$ cat src/verilog/lgoe_regs.vh
// Constants of the light grid output evaluator.
// Assumes one beam vector per scan, beam 1 in bit 0.
`ifndef LGOE_REGS_VH
`define LGOE_REGS_VH

// Grid size and measurement width
`define LGOE_BEAMS      32
`define LGOE_CNT_W      7
`define LGOE_BEAMS_CNT  7'h20

// Output function select
`define LGOE_FN_DYN      3'h0
`define LGOE_FN_OBJCNT   3'h1
`define LGOE_FN_HOLECNT  3'h2
`define LGOE_FN_DIM      3'h3
`define LGOE_FN_OBJPOS   3'h4
`define LGOE_FN_HOLEPOS  3'h5
`define LGOE_FN_DIAG     3'h6

// Comparison modes
`define LGOE_CMP_GE  2'h0
`define LGOE_CMP_LE  2'h1
`define LGOE_CMP_EQ  2'h2

// Diagnostic enable bit positions
`define LGOE_DG_CONTAM  0
`define LGOE_DG_SHORT   1
`define LGOE_DG_TEACH   2
`define LGOE_DG_HW      3
`define LGOE_DG_SYNC    4
`define LGOE_DG_TQUAL   5
`define LGOE_DG_PQUAL   6
`define LGOE_DG_W       7

// Reset values
`define LGOE_OUT_RST    1'h0
`define LGOE_VAL_RST    7'h00

`endif

$ cat src/verilog/lgoe_eval.v
// Switching output evaluator of a measuring light grid.
// Assumes beamBlocked is stable in the cycle where scanDone pulses.
`timescale 1ns/1ns
`include "lgoe_regs.vh"

// What this block does
// (RQ1) Dynamic recognition matches objects anywhere, several allowed
// (RQ2) Zero tolerance needs exact configured object size
// (RQ3) Tolerance t accepts size minus t to plus t
// (RQ4) Object detection compares blocked count ge/le/eq n
// (RQ5) Consecutive option uses longest contiguous blocked run
// (RQ6) Otherwise total blocked beams across all objects
// (RQ7) Hole detection compares made count ge/le/eq n
// (RQ8) Holes: single gap or total made beams
// (RQ9) Dimension selects outside or inside measurement
// (RQ10) Largest object alone gives the dimension
// (RQ11) Dimension compared ge/le/eq n beams
// (RQ12) Object position is centre of largest object
// (RQ13) Object centre compared ge/le/eq beam n
// (RQ14) Hole position is centre of largest hole
// (RQ15) Hole centre compared ge/le/eq beam n
// (RQ16) Contamination warning drives output when enabled
// (RQ17) Wiring short-circuit drives output when enabled
// (RQ18) Failed teach-in drives output when enabled
// (RQ19) Hardware fault drives output when enabled
// (RQ20) Synchronisation link fault drives output when enabled
// (RQ21) Teach-in quality below percent limit drives output
// (RQ22) Process quality below percent limit drives output
// (RQ23) Diagnostics ORed; outputs updated once per scan
module lgoe_eval
(
  // Clock and reset
  input  wire                      clk,
  input  wire                      arst_n,

  // Scan input, sampled with scanDone
  input  wire [`LGOE_BEAMS-1:0]    beamBlocked,
  input  wire                      scanDone,

  // Measurement configuration
  input  wire [2:0]                funcSel,
  input  wire [1:0]                cmpMode,
  input  wire [`LGOE_CNT_W-1:0]    thresholdN,
  input  wire                      consecOnly,
  input  wire                      dimInside,
  input  wire [`LGOE_CNT_W-1:0]    objSize,
  input  wire [`LGOE_CNT_W-1:0]    tolerance,

  // Diagnostic sources and limits
  input  wire [`LGOE_DG_W-1:0]     diagEnable,
  input  wire                      contamWarn,
  input  wire                      shortCircuit,
  input  wire                      teachError,
  input  wire                      hwFault,
  input  wire                      syncFault,
  input  wire [6:0]                teachQuality,
  input  wire [6:0]                processQuality,
  input  wire [6:0]                teachQualLimit,
  input  wire [6:0]                procQualLimit,

  // Results, registered
  output reg                       switchingOutput,
  output reg  [`LGOE_CNT_W-1:0]    measValue,
  output reg                       resultStrobe
);

  function cmpSel;
    input [1:0]              mode;
    input [`LGOE_CNT_W-1:0]  v;
    input [`LGOE_CNT_W-1:0]  n;
    begin
      case (mode)
        `LGOE_CMP_GE:
        begin
          cmpSel = (v >= n);
        end
        `LGOE_CMP_LE:
        begin
          cmpSel = (v <= n);
        end
        `LGOE_CMP_EQ:
        begin
          cmpSel = (v == n);
        end
        // Mode 3 never matches
        default:
        begin
          cmpSel = 1'b0;
        end
      endcase
    end
  endfunction

  // Centre beam number (1-based) of a run
  function [`LGOE_CNT_W-1:0] centreOf;
    input [`LGOE_CNT_W-1:0]  start;
    input [`LGOE_CNT_W-1:0]  len;
    reg   [`LGOE_CNT_W-1:0]  half;
    begin
      half = (len - 7'h01) >> 1;
      centreOf = start + 7'h01 + half;
    end
  endfunction

  integer                  i;
  reg                      bitB;
  reg                      prevB;
  reg                      seenB;
  reg                      anyObj;
  reg                      allOk;
  reg [`LGOE_CNT_W-1:0]    runLen;
  reg [`LGOE_CNT_W-1:0]    runStart;
  reg [`LGOE_CNT_W-1:0]    totB;
  reg [`LGOE_CNT_W-1:0]    totM;
  reg [`LGOE_CNT_W-1:0]    maxB;
  reg [`LGOE_CNT_W-1:0]    maxBStart;
  reg [`LGOE_CNT_W-1:0]    maxM;
  reg [`LGOE_CNT_W-1:0]    maxMStart;
  reg [`LGOE_CNT_W-1:0]    maxIn;
  reg [`LGOE_CNT_W-1:0]    tolLo;
  reg [`LGOE_CNT_W-1:0]    tolHi;
  reg [`LGOE_CNT_W:0]      tolSum;

  // Tolerance window around the configured object size
  always @*
  begin
    // Low edge clamps at zero, high edge saturates instead of wrapping
    tolLo  = (objSize > tolerance) ? (objSize - tolerance) : `LGOE_VAL_RST; // [RQ3]
    tolSum = {1'h0, objSize} + {1'h0, tolerance};
    if (tolSum[`LGOE_CNT_W])
      tolHi = 7'h7F; // [RQ3]
    else
      tolHi = tolSum[`LGOE_CNT_W-1:0]; // [RQ2] [RQ3]
  end

  // Walk the beams once, closing runs at every change and at the end
  always @*
  begin
    prevB     = beamBlocked[0];
    seenB     = 1'b0;
    anyObj    = 1'b0;
    allOk     = 1'b1;
    runLen    = `LGOE_VAL_RST;
    runStart  = `LGOE_VAL_RST;
    totB      = `LGOE_VAL_RST;
    totM      = `LGOE_VAL_RST;
    maxB      = `LGOE_VAL_RST;
    maxBStart = `LGOE_VAL_RST;
    maxM      = `LGOE_VAL_RST;
    maxMStart = `LGOE_VAL_RST;
    maxIn     = `LGOE_VAL_RST;
    bitB      = 1'b0;
    // One pass past the last beam closes the final run
    for (i = 0; i <= `LGOE_BEAMS; i = i + 1)
    begin
      if (i < `LGOE_BEAMS)
        bitB = beamBlocked[i];
      else
        bitB = ~prevB;
      if (bitB != prevB && runLen != `LGOE_VAL_RST)
      begin
        if (prevB)
        begin
          anyObj = 1'b1; // [RQ1]
          if (runLen < tolLo || runLen > tolHi)
            allOk = 1'b0; // [RQ1] [RQ2] [RQ3]
          // Strict greater keeps the lowest-numbered run on ties
          if (runLen > maxB)
          begin
            maxB      = runLen; // [RQ5] [RQ10]
            maxBStart = runStart; // [RQ12]
          end
          seenB = 1'b1;
        end
        else
        begin
          if (runLen > maxM)
          begin
            maxM      = runLen; // [RQ8]
            maxMStart = runStart; // [RQ14]
          end
          // Gap enclosed by blocked beams on both sides
          if (i < `LGOE_BEAMS && seenB && runLen > maxIn)
            maxIn = runLen; // [RQ9]
        end
        // Next run begins at this beam, zero-based
        runLen   = `LGOE_VAL_RST;
        runStart = i[`LGOE_CNT_W-1:0];
      end
      if (i < `LGOE_BEAMS)
      begin
        runLen = runLen + 7'h01;
        if (bitB)
          totB = totB + 7'h01; // [RQ6]
        else
          totM = totM + 7'h01; // [RQ8]
      end
      prevB = bitB;
    end
  end

  reg                      diagHit;
  reg [`LGOE_DG_W-1:0]     diagCond;
  reg                      outNext;
  reg [`LGOE_CNT_W-1:0]    valNext;

  // One condition per enable bit, same order as diagEnable
  always @*
  begin
    diagCond                  = 7'h00;
    diagCond[`LGOE_DG_CONTAM] = contamWarn; // [RQ16]
    diagCond[`LGOE_DG_SHORT]  = shortCircuit; // [RQ17]
    diagCond[`LGOE_DG_TEACH]  = teachError; // [RQ18]
    diagCond[`LGOE_DG_HW]     = hwFault; // [RQ19]
    diagCond[`LGOE_DG_SYNC]   = syncFault; // [RQ20]
    // Strict compare: quality equal to the limit is still good
    diagCond[`LGOE_DG_TQUAL]  = (teachQuality < teachQualLimit); // [RQ21]
    diagCond[`LGOE_DG_PQUAL]  = (processQuality < procQualLimit); // [RQ22]
  end

  // Any enabled condition raises the output
  always @*
  begin
    diagHit = |(diagCond & diagEnable); // [RQ23]
  end

  // Selected function and its measured value
  always @*
  begin
    outNext = 1'b0;
    valNext = `LGOE_VAL_RST;
    case (funcSel)
      `LGOE_FN_DYN:
      begin
        valNext = maxB;
        outNext = anyObj & allOk; // [RQ1] [RQ2] [RQ3]
      end
      `LGOE_FN_OBJCNT:
      begin
        valNext = consecOnly ? maxB : totB; // [RQ5] [RQ6]
        outNext = cmpSel(cmpMode, valNext, thresholdN); // [RQ4]
      end
      `LGOE_FN_HOLECNT:
      begin
        valNext = consecOnly ? maxM : totM; // [RQ8]
        outNext = cmpSel(cmpMode, valNext, thresholdN); // [RQ7]
      end
      `LGOE_FN_DIM:
      begin
        valNext = dimInside ? maxIn : maxB; // [RQ9] [RQ10]
        outNext = cmpSel(cmpMode, valNext, thresholdN); // [RQ11]
      end
      `LGOE_FN_OBJPOS:
      begin
        // No object: output low, value zero
        if (maxB != `LGOE_VAL_RST)
        begin
          valNext = centreOf(maxBStart, maxB); // [RQ12]
          outNext = cmpSel(cmpMode, valNext, thresholdN); // [RQ13]
        end
      end
      `LGOE_FN_HOLEPOS:
      begin
        // No hole: output low, value zero
        if (maxM != `LGOE_VAL_RST)
        begin
          valNext = centreOf(maxMStart, maxM); // [RQ14]
          outNext = cmpSel(cmpMode, valNext, thresholdN); // [RQ15]
        end
      end
      `LGOE_FN_DIAG:
      begin
        outNext = diagHit; // [RQ23]
      end
      default:
      begin
        outNext = 1'b0;
        valNext = `LGOE_VAL_RST;
      end
    endcase
  end

  // Results are taken once per completed scan
  // Strobe follows every scan, results change only on scanDone
  always @(posedge clk or negedge arst_n)
  begin
    if (!arst_n)
    begin
      switchingOutput <= `LGOE_OUT_RST;
      measValue       <= `LGOE_VAL_RST;
      resultStrobe    <= 1'b0;
    end
    else
    begin
      resultStrobe <= scanDone;
      if (scanDone)
      begin
        switchingOutput <= outNext; // [RQ23]
        measValue       <= valNext;
      end
    end
  end

endmodule

$ cat config.mk
export PLATFORM = sky130hd
export DESIGN_NAME = lgoe_eval
export DESIGN_NICKNAME = d
export VERILOG_FILES = /design/src/verilog/lgoe_eval.v
export VERILOG_INCLUDE_DIRS = /design/src /design/src/verilog
export SDC_FILE = /design/constraint.sdc
export NUM_CORES = 2
export LEC_CHECK = 0
export ABC_AREA = 0
export BUFFER_PORTS_ARGS = -buffer_cell sky130_fd_sc_hd__buf_2
export CAP_MARGIN = 20
export CELL_PAD_IN_SITES_DETAIL_PLACEMENT = 0
export CELL_PAD_IN_SITES_GLOBAL_PLACEMENT = 2
export CORE_ASPECT_RATIO = 1.25
export CORE_MARGIN = 2
export CORE_UTILIZATION = 39
export CTS_CLUSTER_SIZE = 30
export DETAILED_ROUTE_END_ITERATION = 10
export PLACE_DENSITY = 0.89
export SYNTH_ARGS = -nofsm -noshare
export SYNTH_HDL_FRONTEND = slang
export SYNTH_SLANG_ARGS = --single-unit
$ cat constraint.sdc
create_clock -name clk -period 1.8 [get_ports clk]
set_input_delay 0.18 -clock clk [delete_from_list [all_inputs] [get_ports clk]]
set_output_delay 0.18 -clock clk [all_outputs]
set_load 0.05 [all_outputs]
==> flow_metrics.tcl <==
set metrics [dict create \
    dieWidth_um 324 \
    grt.total_usage_pct 33.0 \
    grt_busiest_layer "met2" \
    hold_violations 0 \
    grt_max_degree 25 \
    cp.required_ps 1920 \
    path_clk_slew_ps 40 \
    yosysWarningCount 0 \
    drive_gt1_share_pct 39.9 \
    path_max_fanout 9 \
    fin_ws_ps -45160 \
    period_share_pct 2610 \
    hold_path.class "input pin to flop" \
    synth_seq_cells 9 \
    start_util_pct 39.4 \
    endpoint_kind "flop" \
    worstMarginPinSlew_ps 824 \
    violations "setup timing" \
    path_delay_family "compound AO/OA/AOI/OAI gates" \
    synthCells 7121 \
    viasPerCell 5.69 \
    arrival_ps 47080 \
    dieArea_um2 131000 \
    ant_nets 0 \
    vias 67000 \
    gr-total-overflow 0 \
    final_cell_mix "2,921 x buf_4, 1,023 x ha_1, 570 x nor2_1, 568 x a21oi_1, 521 x nand2_1" \
    critPathMaxStageDelay_ps 460 \
    period_needed_ps 46960 \
    slew_viol_final 0 \
    grtUsageMet1_pct 34.7 \
    synthFlopType "dfrtp_1" \
    ys_async_sr_fraction_pct 100 \
    syn2layout_area_growth_pct 56.3 \
    place.gp.congestion 1.08 \
    grt_use_met2_pct 61.6 \
    core_um2 127000 \
    grt_pass1_vias 68000 \
    slew_headroom_pct 44.7 \
    crit_top_cell "ha_4" \
    dp_cells 11500 \
    grt_pass1_wl_um 354000 \
    synth_cell_types 146 \
    rsz0062_at_grt "yes" \
    final_cells 11800 \
    final_common_cell "buf_4" \
    reg2reg_from "measValue[1]" \
    fmax_mhz 21.3 \
    min_from "scanDone" \
    grt_antenna_before_repair 0 \
    wl_per_cell_um 19.3 \
    synth_area_um2 50000 \
    maxCapViolations 0 \
    cts_buffers 3 \
    crit_path_top_delay_cell "a2111oi_4" \
    run_status "complete, but fails checks" \
    drtIter0Drc 3652 \
    crit_buf_inv 26 \
    dieHeight_um 404 \
    yosys.area.top_type "ha_1" \
    routed_wl_um 227000 \
    dr.pass1.iters 6 \
    critical_path.startpoint "beamBlocked[1]" \
    use_met3_pct 2.96 \
    synth-edff-count 0 \
    dp_hpwl_um 190000 \
    clock_path_buffers 2 \
    cts_tree "yes" \
    drc 0 \
    clock_sinks 9 \
    synth_top_cell_area_share_pct 26.9 \
    nets 11300 \
    setup_viol 8 \
    io_buffers 111 \
    fp-row-count 146 \
    synth-seq-area-share_pct 0.450 \
    cp-start-kind "input pin" \
    n_antenna_cell 0 \
    nFillCells 11500 \
    worstSetupPathType "input pin to flop" \
    synthTopCellsByArea "ha_1 27%, a21oi_1 6.8%, o21ai_0 5.4%" \
    insertion_delay_ps 240 \
    cts_root_buffer "clkbuf_16" \
    fin_util_pct 61.6 \
    top_level_ports 112 \
    h-tree-depth 1 \
    avgSynthCellArea_um2 7.03 \
    finalClockSkew_ps 0 \
]
cell usage after synthesis, types with 54 or more instances:
master,number
nand2b_1,128
inv_1,416
a21oi_1,675
nor3_1,110
nor2_1,620
nor2b_1,232
ha_1,1076
nand2_1,545
o21ai_0,541
clkbuf_1,135
o22ai_1,60
mux2_2,203
nand3_1,237
a31oi_1,63
mux2i_1,97
or3_1,55
xor2_1,139
a21o_1,164
xnor2_1,246
o21a_1,85
nand4_1,146
and2_1,54
repair_timing:
item | CTS | global route
endpoints found under the setup margin | 8 | 8
gates resized for setup | 303 | 239
hold endpoints to repair | 9 | 0
pin swaps | 174 | 147
setup buffers | 210 | 51
cloned | 5 | 3
hold buffers | 1 | 0
worst reg2reg max path: cells and delay by family (launching register included):
family	cells	cell delay [ps]
AO/OA/AOI/OAI	4	1230
flip-flops	1	390
per-stage QoR:
step	TNS, ps	hold slack [ps]	cell area [µm²]	worst slack [ps]
after floorplan	-336840	-116	52400	-43460
after global placement	-363410	38.9	74000	-47120
after detailed placement	-370170	36.8	74000	-48060
after CTS	-346710	166	76900	-44050
after global routing	-373330	169	78200	-47440
final	-355960	170	78200	-45160
worst paths after layout:
path | depth (start not counted) | endpoint | slack (ps)
max in group asynchronous | 2 | resultStrobe | 1260
worst max-delay path | 263 | switchingOutput | -45160
min in group asynchronous | 2 | measValue[4] | 360
worst max register to register | 4 | measValue[1] | 70
worst min register to register | 2 | switchingOutput | 520
worst min-delay path | 2 | resultStrobe | 170
state kept, by name (all words and copies together) (netlist names):
name and flops:
switchingOutput 1, resultStrobe 1, measValue 7
final cells by class:
class	instances	area (µm²)	area share (%)
Sequential cell	9	225	0.288
Tap cell	1702	2130	2.72
Inverter	461	1770	2.26
Clock inverter	1	5.00	0.00640
Clock buffer	3	75.1	0.0960
Timing Repair Buffer	3086	23200	29.7
Multi-Input combinational cell	6509	50800	65.0
cells by family (layout without fill, tap and decap cells):
family          count (synthesis)  in the layout  synth area share, %
compound gates               2215           2218                 28.6
xor+xnor                      389            389                 6.87
fa+ha+maj                    1088           1088                 27.2
buf+inv                       680           3551                 5.45
flops                           9              9                0.450
mux                           305            305                 6.65
other cells                     2             73               0.0150
simple gates                 2433           2436                 24.7
metal layers:
metal | part of all wire, % | vias up
li1 | - | 32400
met1 | 38 | 31600
met2 | 49 | 2211
met3 | 4.5 | 891
met4 | 8.0 | 0
met5 | 0 | -
Power is not shown: default switching activity piles up to over one toggle a cycle in this logic, so the estimate is an artifact.
